$ cat config.mk
export PLATFORM = sky130hd
export DESIGN_NAME = dctp_timer
export DESIGN_NICKNAME = d
export VERILOG_FILES = /design/src/include/dctp_pkg.sv /design/src/hdl/dctp_timer.sv
export SDC_FILE = /design/constraint.sdc
export NUM_CORES = 1
export LEC_CHECK = 0
export ABC_AREA = 1
export BUFFER_PORTS_ARGS = -buffer_cell sky130_fd_sc_hd__buf_2
export CAP_MARGIN = 40
export CORE_ASPECT_RATIO = 0.6
export CORE_MARGIN = 4
export CORE_UTILIZATION = 40
export DETAILED_ROUTE_END_ITERATION = 7
export PLACE_DENSITY = 0.71
export SLEW_MARGIN = 20
export SYNTH_ARGS = -nofsm -noshare
export SYNTH_HDL_FRONTEND = slang
export SYNTH_SLANG_ARGS = --single-unit
export TNS_END_PERCENT = 1
$ cat constraint.sdc
create_clock -name clock_in -period 3.08 [get_ports clock_in]
set_input_delay 0.154 -clock clock_in [delete_from_list [all_inputs] [get_ports clock_in]]
set_output_delay 0.154 -clock clock_in [all_outputs]
set_load 0.02 [all_outputs]
$ cat src/include/dctp_pkg.sv
// Behaviour
// - Counter decrements once per rising edge of selected prescaler tap; software loads/reads it.
// - Counter decrementing to zero sets the zero flag.
// - Zero with interrupt enable set raises a timer interrupt request.
// - Prescaler input is internal clock divided by 12 or the timer pin.
// - Factor one uses prescaler input; factor two bit 0; factor four bit 1.
// - Run bit one counts; run bit zero forces prescaler all ones, counter stops.
// - With run bit set, software may load any prescaler value 0 to 7Fh.
// - Direction and data bits select event, gated or output mode.
// - Gated mode counts divided internal clock only while timer pin is high.
// - Event mode uses timer pin rising edges as prescaler clock.
// - Output mode uses divided internal clock and drives pin from output latch.
// - Output latch is transparent while zero flag high, holds when it falls.
// - Writing 00h to counter or setting control bit 7 also sets zero flag.
// - Reset loads counter FFh, prescaler 7Fh, clears control; timer stopped.
// - Counter write coinciding with decrement to zero wins; flag stays clear.
// - Counter and prescaler read accurately at any time.
package dctp_pkg;
  localparam int          DCTP_CNT_W      = 8;
  localparam int          DCTP_PSC_W      = 7;
  localparam int          DCTP_FINT_DIV   = 12;
  localparam logic [7:0]  DCTP_CNT_RST    = 8'h00_FF;
  localparam logic [6:0]  DCTP_PSC_RST    = 7'h00_7F;
  localparam logic [7:0]  DCTP_CNT_ZERO   = 8'h00_00;
  // Register byte addresses.
  localparam logic [11:0] DCTP_ADDR_CNT   = 12'h0_000;
  localparam logic [11:0] DCTP_ADDR_PSC   = 12'h0_004;
  localparam logic [11:0] DCTP_ADDR_CTRL  = 12'h0_008;
  localparam logic [11:0] DCTP_ADDR_IRQS  = 12'h0_00C;
  localparam logic [11:0] DCTP_ADDR_IRQM  = 12'h0_010;
  // Control field positions.
  localparam int          DCTP_B_ZERO     = 7;
  localparam int          DCTP_B_ZIE      = 6;
  localparam int          DCTP_B_DIR      = 5;
  localparam int          DCTP_B_DATA     = 4;
  localparam int          DCTP_B_RUN      = 3;
  localparam int          DCTP_B_TAP      = 0;
  localparam int          DCTP_TAP_W      = 3;
  // Interrupt status bits.
  localparam int          DCTP_EV_ZERO    = 0;
  localparam int          DCTP_EV_PINEDGE = 1;
  localparam int          DCTP_EV_W       = 2;

  typedef enum logic [1:0]
  {
    DCTP_MODE_EVENT  = 2'b00,
    DCTP_MODE_GATED  = 2'b01,
    DCTP_MODE_OUTPUT = 2'b10
  } dctp_mode_t;

  typedef struct packed
  {
    logic                  zero_flag;
    logic                  zero_irq_enable;
    logic                  pin_direction_out;
    logic                  pin_data;
    logic                  prescaler_run;
    logic [DCTP_TAP_W-1:0] tap_select;
  } dctp_ctrl_t;
endpackage : dctp_pkg

$ cat src/hdl/dctp_timer.sv
// Chosen here: the register addresses and the APB register port.
`timescale 1ns/1ps
module dctp_timer
  import dctp_pkg::*;
#(
  parameter int FINT_DIV = DCTP_FINT_DIV
)
(
  // Clock and reset.
  input  wire logic        clock_in,
  input  wire logic        srst_in,
  // APB slave.
  input  wire logic        psel_in,
  input  wire logic        penable_in,
  input  wire logic        pwrite_in,
  input  wire logic [11:0] paddr_in,
  input  wire logic [31:0] pwdata_in,
  output logic      [31:0] prdata_out,
  output logic             pready_out,
  output logic             pslverr_out,
  // Timer pin.
  input  wire logic        timer_pin_in,
  output logic             timer_pin_out,
  output logic             timer_pin_oe_out,
  // Interrupts.
  output logic             timer_irq_out,
  output logic             irq_out
);

  dctp_ctrl_t                ctrl_reg;
  logic [DCTP_CNT_W-1:0]     down_counter_reg;
  logic [DCTP_PSC_W-1:0]     prescaler_value_reg;
  logic [3:0]                div_reg;
  logic                      fint_tick;
  logic                      pin_prev_reg;
  logic                      pin_rise;
  logic                      psc_tick;
  logic [DCTP_PSC_W-1:0]     psc_next;
  logic                      cnt_tick;
  logic                      out_latch_reg;
  logic [DCTP_EV_W-1:0]      irq_status_reg;
  logic [DCTP_EV_W-1:0]      irq_mask_reg;
  logic                      wr_en;
  logic                      rd_en;
  logic                      zero_event;
  dctp_mode_t                mode;

  assign wr_en = psel_in && penable_in && pwrite_in;
  assign rd_en = psel_in && penable_in && !pwrite_in;

  // Mode decode from direction and data bits.
  always_comb
  begin
    if (ctrl_reg.pin_direction_out)
      mode = DCTP_MODE_OUTPUT;
    else if (ctrl_reg.pin_data)
      mode = DCTP_MODE_GATED;
    else
      mode = DCTP_MODE_EVENT;
  end

  // Internal clock divided by twelve.
  always_ff @(posedge clock_in)
  begin
    if (srst_in)
      div_reg <= 4'h0_0;
    else if (fint_tick)
      div_reg <= 4'h0_0;
    else
      div_reg <= div_reg + 4'h0_1;
  end
  assign fint_tick = (div_reg == 4'(FINT_DIV - 1));

  // The edge detector starts high, so a pin held high by its pull-up through
  // reset is not taken as a rising edge; only a later low-to-high step counts.
  always_ff @(posedge clock_in)
  begin
    if (srst_in)
      pin_prev_reg <= 1'b1;
    else
      pin_prev_reg <= timer_pin_in;
  end
  assign pin_rise = timer_pin_in && !pin_prev_reg;

  // Prescaler clock source per mode.
  always_comb
  begin
    case (mode)
      DCTP_MODE_EVENT:  psc_tick = pin_rise;
      DCTP_MODE_GATED:  psc_tick = fint_tick && timer_pin_in;
      DCTP_MODE_OUTPUT: psc_tick = fint_tick;
      default:          psc_tick = 1'b0;
    endcase
  end

  // A tap clocks the counter on its 0-to-1 transition, which a down count gives
  // when the bits below it all wrap; factor one counts every prescaler tick.
  assign psc_next = prescaler_value_reg - 7'h00_01;
  always_comb
  begin
    if (ctrl_reg.tap_select == 3'h0_0)
      cnt_tick = psc_tick;
    else
      cnt_tick = psc_tick && !prescaler_value_reg[ctrl_reg.tap_select - 3'h0_1]
                 && psc_next[ctrl_reg.tap_select - 3'h0_1];
  end

  // Prescaler.
  always_ff @(posedge clock_in)
  begin
    if (srst_in)
      prescaler_value_reg <= DCTP_PSC_RST;
    else if (!ctrl_reg.prescaler_run)
      prescaler_value_reg <= DCTP_PSC_RST;
    else if (wr_en && paddr_in == DCTP_ADDR_PSC)
      prescaler_value_reg <= pwdata_in[DCTP_PSC_W-1:0];
    else if (psc_tick)
      prescaler_value_reg <= psc_next;
  end

  // Counter; a software write wins over a coincident decrement.
  always_ff @(posedge clock_in)
  begin
    if (srst_in)
      down_counter_reg <= DCTP_CNT_RST;
    else if (wr_en && paddr_in == DCTP_ADDR_CNT)
      down_counter_reg <= pwdata_in[DCTP_CNT_W-1:0];
    else if (ctrl_reg.prescaler_run && cnt_tick)
      down_counter_reg <= down_counter_reg - 8'h00_01;
  end

  assign zero_event = ctrl_reg.prescaler_run && cnt_tick
                      && !(wr_en && paddr_in == DCTP_ADDR_CNT)
                      && down_counter_reg == 8'h00_01;

  // Control register; hardware set of the zero flag wins over a clear.
  always_ff @(posedge clock_in)
  begin
    if (srst_in)
      ctrl_reg <= '0;
    else
    begin
      if (wr_en && paddr_in == DCTP_ADDR_CTRL)
        ctrl_reg <= dctp_ctrl_t'(pwdata_in[7:0]);
      if (zero_event || (wr_en && paddr_in == DCTP_ADDR_CNT
                         && pwdata_in[DCTP_CNT_W-1:0] == DCTP_CNT_ZERO))
        ctrl_reg.zero_flag <= 1'b1;
    end
  end

  // Output latch: transparent while zero flag is high.
  always_ff @(posedge clock_in)
  begin
    if (srst_in)
      out_latch_reg <= 1'b0;
    else if (ctrl_reg.zero_flag)
      out_latch_reg <= ctrl_reg.pin_data;
  end

  always_ff @(posedge clock_in)
  begin
    if (srst_in)
    begin
      timer_pin_out    <= 1'b0;
      timer_pin_oe_out <= 1'b0;
    end
    else
    begin
      timer_pin_out    <= ctrl_reg.zero_flag ? ctrl_reg.pin_data : out_latch_reg;
      timer_pin_oe_out <= (mode == DCTP_MODE_OUTPUT);
    end
  end

  // Timer interrupt request follows zero flag and enable.
  always_ff @(posedge clock_in)
  begin
    if (srst_in)
      timer_irq_out <= 1'b0;
    else
      timer_irq_out <= ctrl_reg.zero_flag && ctrl_reg.zero_irq_enable;
  end

  // Sticky status, write one to clear; set wins.
  always_ff @(posedge clock_in)
  begin
    if (srst_in)
      irq_status_reg <= '0;
    else
    begin
      for (int i = 0; i < DCTP_EV_W; i++)
      begin
        if (wr_en && paddr_in == DCTP_ADDR_IRQS && pwdata_in[i])
          irq_status_reg[i] <= 1'b0;
      end
      if (zero_event)
        irq_status_reg[DCTP_EV_ZERO] <= 1'b1;
      if (pin_rise && mode != DCTP_MODE_OUTPUT)
        irq_status_reg[DCTP_EV_PINEDGE] <= 1'b1;
    end
  end

  always_ff @(posedge clock_in)
  begin
    if (srst_in)
      irq_mask_reg <= '0;
    else if (wr_en && paddr_in == DCTP_ADDR_IRQM)
      irq_mask_reg <= pwdata_in[DCTP_EV_W-1:0];
  end

  always_ff @(posedge clock_in)
  begin
    if (srst_in)
      irq_out <= 1'b0;
    else
      irq_out <= |(irq_status_reg & irq_mask_reg);
  end

  // APB: zero wait state, read data registered in setup phase.
  always_ff @(posedge clock_in)
  begin
    if (srst_in)
    begin
      prdata_out  <= '0;
      pready_out  <= 1'b0;
      pslverr_out <= 1'b0;
    end
    else
    begin
      pready_out  <= psel_in && !penable_in;
      pslverr_out <= 1'b0;
      prdata_out  <= '0;
      if (psel_in && !penable_in && !pwrite_in)
      begin
        case (paddr_in)
          DCTP_ADDR_CNT:  prdata_out <= {24'h00_0000, down_counter_reg};
          DCTP_ADDR_PSC:  prdata_out <= {25'h000_0000, prescaler_value_reg};
          DCTP_ADDR_CTRL: prdata_out <= {24'h00_0000, ctrl_reg};
          DCTP_ADDR_IRQS: prdata_out <= {30'h0000_0000, irq_status_reg};
          DCTP_ADDR_IRQM: prdata_out <= {30'h0000_0000, irq_mask_reg};
          default:        pslverr_out <= 1'b1;
        endcase
      end
      else if (psel_in && !penable_in)
      begin
        case (paddr_in)
          DCTP_ADDR_CNT, DCTP_ADDR_PSC, DCTP_ADDR_CTRL,
          DCTP_ADDR_IRQS, DCTP_ADDR_IRQM: pslverr_out <= 1'b0;
          default:                        pslverr_out <= 1'b1;
        endcase
      end
    end
  end

  a_stop_forces_psc: assert property (@(posedge clock_in) disable iff (srst_in)
    !ctrl_reg.prescaler_run |=> prescaler_value_reg == DCTP_PSC_RST)
    else $error("Prescaler not forced to all ones while stopped.");

  a_zero_sets_flag: assert property (@(posedge clock_in) disable iff (srst_in)
    zero_event |=> ctrl_reg.zero_flag && down_counter_reg == DCTP_CNT_ZERO)
    else $error("Zero flag not set on countdown to zero.");

  a_irq_follows_flag: assert property (@(posedge clock_in) disable iff (srst_in)
    ctrl_reg.zero_flag && ctrl_reg.zero_irq_enable |=> timer_irq_out)
    else $error("Timer interrupt not raised.");

  a_write_wins_count: assert property (@(posedge clock_in) disable iff (srst_in)
    wr_en && paddr_in == DCTP_ADDR_CNT |=> down_counter_reg == $past(pwdata_in[7:0]))
    else $error("Counter write lost.");

  a_count_one_step: assert property (@(posedge clock_in) disable iff (srst_in)
    $changed(down_counter_reg) && !$past(wr_en) |->
      down_counter_reg == $past(down_counter_reg) - 8'h00_01)
    else $error("Counter moved by other than one.");

  a_gated_pin_low: assert property (@(posedge clock_in) disable iff (srst_in)
    mode == DCTP_MODE_GATED && !timer_pin_in |-> !psc_tick)
    else $error("Gated prescaler ticked with pin low.");

  a_zero_write_flag: assert property (@(posedge clock_in) disable iff (srst_in)
    wr_en && paddr_in == DCTP_ADDR_CNT && pwdata_in[7:0] == DCTP_CNT_ZERO
      |=> ctrl_reg.zero_flag)
    else $error("Writing zero did not set the zero flag.");

  a_pin_latch_drive: assert property (@(posedge clock_in) disable iff (srst_in)
    ctrl_reg.zero_flag |=> timer_pin_out == $past(ctrl_reg.pin_data))
    else $error("Output latch not transparent while zero flag high.");

  a_reset_values: assert property (@(posedge clock_in) srst_in |=>
    down_counter_reg == DCTP_CNT_RST && prescaler_value_reg == DCTP_PSC_RST && ctrl_reg == '0)
    else $error("Reset values not loaded.");

  a_psc_load: assert property (@(posedge clock_in) disable iff (srst_in)
    ctrl_reg.prescaler_run && wr_en && paddr_in == DCTP_ADDR_PSC
      |=> prescaler_value_reg == $past(pwdata_in[DCTP_PSC_W-1:0]))
    else $error("Prescaler load lost while running.");

  a_psc_step: assert property (@(posedge clock_in) disable iff (srst_in)
    ctrl_reg.prescaler_run && psc_tick && !(wr_en && paddr_in == DCTP_ADDR_PSC)
      |=> prescaler_value_reg == $past(psc_next))
    else $error("Prescaler did not step down by one.");

  a_stop_holds_count: assert property (@(posedge clock_in) disable iff (srst_in)
    !ctrl_reg.prescaler_run && !(wr_en && paddr_in == DCTP_ADDR_CNT)
      |=> $stable(down_counter_reg))
    else $error("Counter moved while stopped.");

  a_event_pin_tick: assert property (@(posedge clock_in) disable iff (srst_in)
    mode == DCTP_MODE_EVENT |-> psc_tick == pin_rise)
    else $error("Event mode prescaler not clocked by pin edges.");

  a_output_fint_tick: assert property (@(posedge clock_in) disable iff (srst_in)
    mode == DCTP_MODE_OUTPUT |-> psc_tick == fint_tick)
    else $error("Output mode prescaler not clocked by divided clock.");

  a_output_drives_oe: assert property (@(posedge clock_in) disable iff (srst_in)
    ctrl_reg.pin_direction_out |=> timer_pin_oe_out)
    else $error("Pin not driven in output mode.");

  a_tap_one_tick: assert property (@(posedge clock_in) disable iff (srst_in)
    ctrl_reg.tap_select == 3'h0_1 && psc_tick |-> cnt_tick == !prescaler_value_reg[0])
    else $error("Factor two tap did not follow prescaler bit 0.");

  a_ctrl_sets_flag: assert property (@(posedge clock_in) disable iff (srst_in)
    wr_en && paddr_in == DCTP_ADDR_CTRL && pwdata_in[DCTP_B_ZERO] |=> ctrl_reg.zero_flag)
    else $error("Setting control bit 7 did not set the zero flag.");

  a_write_keeps_clear: assert property (@(posedge clock_in) disable iff (srst_in)
    wr_en && paddr_in == DCTP_ADDR_CNT && pwdata_in[DCTP_CNT_W-1:0] != DCTP_CNT_ZERO
      && !ctrl_reg.zero_flag |=> !ctrl_reg.zero_flag)
    else $error("Zero flag set by a nonzero counter write.");

  a_zero_sets_status: assert property (@(posedge clock_in) disable iff (srst_in)
    zero_event |=> irq_status_reg[DCTP_EV_ZERO])
    else $error("Zero event missing from interrupt status.");

  a_edge_sets_status: assert property (@(posedge clock_in) disable iff (srst_in)
    pin_rise && mode != DCTP_MODE_OUTPUT |=> irq_status_reg[DCTP_EV_PINEDGE])
    else $error("Pin edge missing from interrupt status.");

  a_status_sticky: assert property (@(posedge clock_in) disable iff (srst_in)
    irq_status_reg[DCTP_EV_ZERO] && !(wr_en && paddr_in == DCTP_ADDR_IRQS)
      |=> irq_status_reg[DCTP_EV_ZERO])
    else $error("Zero status bit lost without a clear.");

  a_irq_level: assert property (@(posedge clock_in) disable iff (srst_in)
    |(irq_status_reg & irq_mask_reg) |=> irq_out)
    else $error("Unmasked status did not raise the interrupt.");

  a_ready_pulse: assert property (@(posedge clock_in) disable iff (srst_in)
    psel_in && !penable_in |=> pready_out)
    else $error("Bus setup cycle not answered.");

endmodule : dctp_timer

==> results of run 1 <==
-- final cells by class --
cell class	instances	area, µm²	share of cell area
Sequential cell	46	921	0.302
Inverter	53	200	0.0656
Multi-Input combinational cell	266	1470	0.482
Clock buffer	7	143	0.0467
Timing Repair Buffer	40	203	0.0664
Clock inverter	1	5.00	0.00164
Tap cell	87	109	0.0357
-- power by group through the flow --
stage / Sequential, mW / Combinational, mW / Clock [mW]
finish: 0.603 / 0.0980 / 0.540
floorplan: 0.617 / 0.0845 / 0
detailed placement: 0.617 / 0.0966 / 0
global route: 0.604 / 0.108 / 0.580
global placement: 0.616 / 0.0937 / 0
CTS: 0.603 / 0.0971 / 0.550
-- metal layers --
metal | up-vias | GRT usage | routed length [µm]
li1 | 1260 | - | -
met1 | 1162 | 0.262 | 3510
met2 | 109 | 0.242 | 2920
met3 | 10 | 0.0392 | 671
met4 | 0 | 0.0508 | 63
met5 | - | 0 | 0
-- worst paths after layout --
kind / slack (ns) / to / cells past startpoint / start
min: 0.07 / pin_prev_reg / 3 / timer_pin_in
min reg2reg: 0.45 / div_reg[0] / 1 / div_reg[0]
max: 1.09 / down_counter_reg[1] / 11 / ctrl_reg[0]
max reg2reg: 1.09 / down_counter_reg[1] / 11 / ctrl_reg[0]
-- synth_stat cells, types with 2 or more instances --
cell        n
nand2_1    55
xnor2_1     3
o21ai_0    22
o2111ai_1   2
nand2_4     5
ha_1        6
o22ai_1     6
nor3_1      6
a31oi_1     3
nor2_4      2
a21boi_1    2
nor2_1     28
clkbuf_1    2
o31ai_1     2
inv_2       5
a21oi_1    24
nand3_2     3
nor2_2      2
o21ai_1     9
dfxtp_1    46
a21oi_2     3
nand2_2     5
nor3_4      2
nor2_8      2
nand4_1     6
buf_4      24
inv_1      47
xor2_1      7
buf_6       2
nand3_1    29
-- worst reg2reg max path, cell delays in order, from the launching register on --
cell,delay [ns]
dfxtp_1,0.49
inv_2,0.13
ha_1,0.38
nor3_1,0.07
nand2_1,0.07
nand2_1,0.05
a21boi_1,0.14
nand2_1,0.13
nand2_4,0.15
nand2_4,0.11
nand2_1,0.08
nand3_1,0.06
-- through the flow --
step	setup slack (ns)	cell area (µm²)	hold slack (ns)	instances
6_report	1.09	3050	0.0670	500
5_1_grt	0.965	3050	0.107	500
4_1_cts	1.12	3050	0.0661	500
3_5_place_dp	1.14	2910	0.357	492
3_3_place_gp	1.16	2910	0.355	492
2_1_floorplan	1.43	2820	0.259	395
-- logic make-up after synthesis --
family	after synthesis
other	1
XOR/XNOR	10
AO/OA/AOI/OAI	78
buffers and inverters	83
adder cells (fa/ha/maj)	6
AND/OR/NAND/NOR	148
flip-flops	46
==> flow_summary.ini, run 1 <==
[run]
maxCapViolations = 0

[sta]
hold_violations = 0
worst_pin_slew_ns = 0.593
final_max_slew_viol_count = 0
slew_headroom = 0.602
fmax_ghz = 0.501
finClkSkew_ns = 0.00483
setup-violations-final = 0
tns_ns = 0
finalCritPeriodShare = 0.647
layout_min_cycle_time_ns = 1.99
grt_setup_unrepaired = no

[grt]
grtUsageTotal = 0.173
grt_pass1_wl_um = 11400
grt_max_degree = 21
gr-total-overflow = 0
antenna_found_initial = 0
grt_pass1_vias = 2311

[logic_synthesis]
postSynth.asyncResetShare = 0
synth_top_area_share = 0.337
synth_xor_xnor_area_share = 0.0320
syn_avg_cell_area_um2 = 7.36
ys_seq_area_frac = 0.337
synth_top_family_by_area = simple AND/OR/NAND/NOR gates
synthDistinctLibCells = 42
synth_warnings = 0
ys_seq_elements = 46
synth_mux_area_frac = 0
synth_compound_area_frac = 0.163
synth_ff_type = dfxtp_1
yosys.area_share.simple = 0.283
synth_area_leaders = dfxtp_1 (34%), nand2_1 (7.5%), buf_4 (6.6%), inv_1 (6.4%), nand3_1 (5.3%)
syn_inst = 372
synth-edff-count = 0
yosysTopAreaCell = dfxtp_1
synth_area_um2 = 2740
synthAdderAreaFrac = 0.0274

[pwr]
leakage_nw = 1.56
internal-power_mw = 0.946
combPwrFrac = 0.079
p_clk_frac = 0.435
p_seq_frac = 0.486
p_sw_mw = 0.295
p_sw_frac = 0.237
power_density_nw_per_um2 = 407
p_total_mw = 1.24
ir_drop_uv = 237

[finish]
drive_gt1_frac = 0.194
post-route-util = 0.459
fillers = 672
nets = 468
final_common_cell = nand2_1
num_antenna_cells = 0
layout_common_cells = nand2_1 (55), inv_1 (47), dfxtp_1 (46)
area_growth_pct = 11.6

[clocking]
clock_tree.buffer_depth = 2
h-tree-depth = 2
cts_setup_buffers = 0
clk_pin_slew_ns = 0.06
cts_resized = 0
cts.sinks = 46
cts-root-buf = clkbuf_16
cts_made_buffers = 5
cts_tree = yes
clock_latency_ns = 0.28
cts_hold_buf = 0

[critical_path]
max_stage_delay_ns = 0.49
cp-end-kind = flip-flop
worstPathRequired_ns = 3.24
start_kind = flip-flop
cp_common_cell = nand2_1
cpMaxStageDelayCell = dfxtp_1
crit_family = simple AND/OR/NAND/NOR gates
cp_num_buf_inv = 1
crit_fanout = 9
critPathKind = reg2reg
cp.arrival_ns = 2.16
worstPathCellList = inv_2 -> ha_1 -> nor3_1 -> nand2_1 -> nand2_1 -> a21boi_1 -> nand2_1 -> nand2_4 -> nand2_4 -> nand2_1 -> nand3_1

[floorplanning]
pin_count = 88
start_util = 0.412
die_y_um = 72.1
die_area_um2 = 8270
dieWidth_um = 115
core-area_um2 = 6650
rows = 23

[drt]
drt-initial-drc-count = 257
drt_wl_total_um = 7170
avgRoutedWirePerCell_um = 14.3
ant_nets = 0
vias_per_cell = 5.08
num_vias = 2541
dr.pass1.iters = 6
post-route-drc-count = 0

[worst_hold_path]
hp-class = in2reg

[placement]
gp_congestion = 0.945
place_hpwl_um = 5640
io_buffers = 39

[status]
status = finished clean
Power figures use the tool's default switching activity.
==> run 2, diff against run 1 <==
--- a/config.mk
+++ b/config.mk
@@ -12,7 +12,7 @@
 export CORE_MARGIN = 4
 export CORE_UTILIZATION = 40
 export DETAILED_ROUTE_END_ITERATION = 7
-export PLACE_DENSITY = 0.71
+export PLACE_DENSITY = 0.74
 export SLEW_MARGIN = 20
 export SYNTH_ARGS = -nofsm -noshare
 export SYNTH_HDL_FRONTEND = slang
==> constraint.sdc (replaced) <==
create_clock -name clock_in -period 1.75 [get_ports clock_in]
set_input_delay 0.0875 -clock clock_in [delete_from_list [all_inputs] [get_ports clock_in]]
set_output_delay 0.0875 -clock clock_in [all_outputs]
set_load 0.02 [all_outputs]
==> run 2 against run 1 <==
- final area is 6.9% higher
- sequential power up 76%
- first-iteration DRC count up 8.6%
- global-route usage rose by 0.82 points
- register-to-register slack worse by 1.0 ns
- critical path depth is 1 lower
- clock power increased by 94%
- hold slack got worse by 0.0067 ns
- cell count is 2.4% higher
- combinational power up 79%
- wire length rose by 4.5%
- critical endpoint is now down_counter_reg[3]
- largest cell class unchanged
==> flow_summary.ini, run 2 (synthesis results as in run 1) <==
[floorplanning]
dieWidth_um = 115
die_area_um2 = 8270
pin_count = 88
rows = 23
core-area_um2 = 6650
die_y_um = 72.1
start_util = 0.412

[drt]
drt-initial-drc-count = 279
ant_nets = 0
drt_wl_total_um = 7490
num_vias = 2641
vias_per_cell = 5.16
avgRoutedWirePerCell_um = 14.6
post-route-drc-count = 0
dr.pass1.iters = 6

[finish]
num_antenna_cells = 0
post-route-util = 0.491
drive_gt1_frac = 0.271
area_growth_pct = 19.3
layout_common_cells = inv_1 (45), nand2_1 (45), dfxtp_1 (42)
seqCellArea_um2 = 926
multiInputGateArea_um2 = 1580
fillers = 657
nets = 480

[grt]
gr-total-overflow = 0
grtUsageTotal = 0.181
grt_pass1_wl_um = 11700
antenna_found_initial = 0
grt_pass1_vias = 2402
grt_max_degree = 21

[sta]
setup-violations-final = 0
fmax_ghz = 0.586
setup_ws_ns = 0.0430
layout_min_cycle_time_ns = 1.71
final_max_slew_viol_count = 0
grt_setup_unrepaired = yes
finClkSkew_ns = 0.00645
fin_hold_ws_ns = 0.0603
finalCritPeriodShare = 0.975
hold_violations = 0

[status]
status = finished clean

[pwr]
ir_drop_uv = 533
leakage_nw = 1.63
internal-power_mw = 1.75
p_total_mw = 2.29
p_seq_frac = 0.464
p_sw_mw = 0.540
p_sw_frac = 0.236
power_density_nw_per_um2 = 701
combPwrFrac = 0.077
p_clk_frac = 0.459

[critical_path]
crit_family = simple AND/OR/NAND/NOR gates
cp_num_buf_inv = 1
crit_fanout = 8
cp.arrival_ns = 1.94
worstPathCellList = inv_2 -> ha_1 -> xnor2_1 -> a211oi_1 -> nand2_1 -> nand2_2 -> nand2_4 -> nand2_8 -> nand2_2 -> nand3_1
cp_common_cell = nand2_2
max_stage_delay_ns = 0.35
cp-end-kind = flip-flop
worstPathRequired_ns = 1.98
start_kind = flip-flop
cpMaxStageDelayCell = dfxtp_2
critPathKind = reg2reg

[worst_hold_path]
hp-class = in2reg

[clocking]
cts_tree = yes
clock_latency_ns = 0.30
clock_tree.buffer_depth = 2
clk_pin_slew_ns = 0.06
cts.sinks = 46
h-tree-depth = 2
cts_made_buffers = 5
cts-root-buf = clkbuf_16

[run]
maxCapViolations = 0

[placement]
io_buffers = 39
pre_cts_ws_ns = -0.0484
place_hpwl_um = 5700
gp_congestion = 0.915
-- run 2: cell count changes in the layout (fill, tap and decap cells not counted), moves of 3 or more --
cell,before,now
nand2_2,5,16
buf_4,1,11
nand2_1,55,45
dfxtp_1,46,42
dfxtp_2,0,4
nor2_4,2,5
-- run 2: worst register-to-register path: stages, from the launching register on --
cell and delay [ns]:
dfxtp_2 0.35, inv_2 0.06, ha_1 0.21, xnor2_1 0.17, a211oi_1 0.27, nand2_1 0.10, nand2_2 0.12, nand2_4 0.11
nand2_8 0.12, nand2_2 0.06, nand3_1 0.06
-- run 2: worst paths after layout --
kind,start,endpoint,slack (ns),depth (start not counted)
max,ctrl_reg[1],down_counter_reg[3],0.04,10
min,pwdata_in[4],prescaler_value_reg[4],0.06,3
max reg2reg,ctrl_reg[1],down_counter_reg[3],0.04,10
min reg2reg,div_reg[0],div_reg[0],0.44,1
-- run 2: area by class of cell --
class / instances / share of cell area
multi-input cells: 267 / 0.483
flip-flops and latches: 46 / 0.284
repair buffers: 51 / 0.0882
inverters: 53 / 0.0613
clock buffers: 8 / 0.0510
well taps: 87 / 0.0333
-- run 2: power groups by stage --
stage	logic (mW)	clock network [mW]	registers [mW]
6_report	0.175	1.05	1.06
5_1_grt	0.190	1.11	1.06
4_1_cts	0.171	1.08	1.06
3_5_place_dp	0.169	0	1.09
3_3_place_gp	0.166	0	1.08
2_1_floorplan	0.149	0	1.09
-- run 2: layer usage --
layer,track usage,wire length [µm],share of wire
met4,0.0482,82,0.011
met3,0.0517,768,0.10
met1,0.267,3690,0.49
met2,0.259,2950,0.39
met5,0,0,0
-- run 2: repair_timing --
action	4_1_cts	5_1_grt
endpoints found under the setup margin	8	10
gates resized for setup	6	24
gates cloned	1	0
buffers inserted	0	1
hold buffers	1	0
hold endpoints to repair	1	0
pin swaps	2	8
-- run 2: metrics by stage --
step	cells	cell area [µm²]	setup TNS, ns
final	512	3260	0
after global routing	512	3260	-0.298
after CTS	511	3190	0
after detailed placement	501	2970	-0.277
after global placement	501	2970	0
after floorplan	395	2820	0
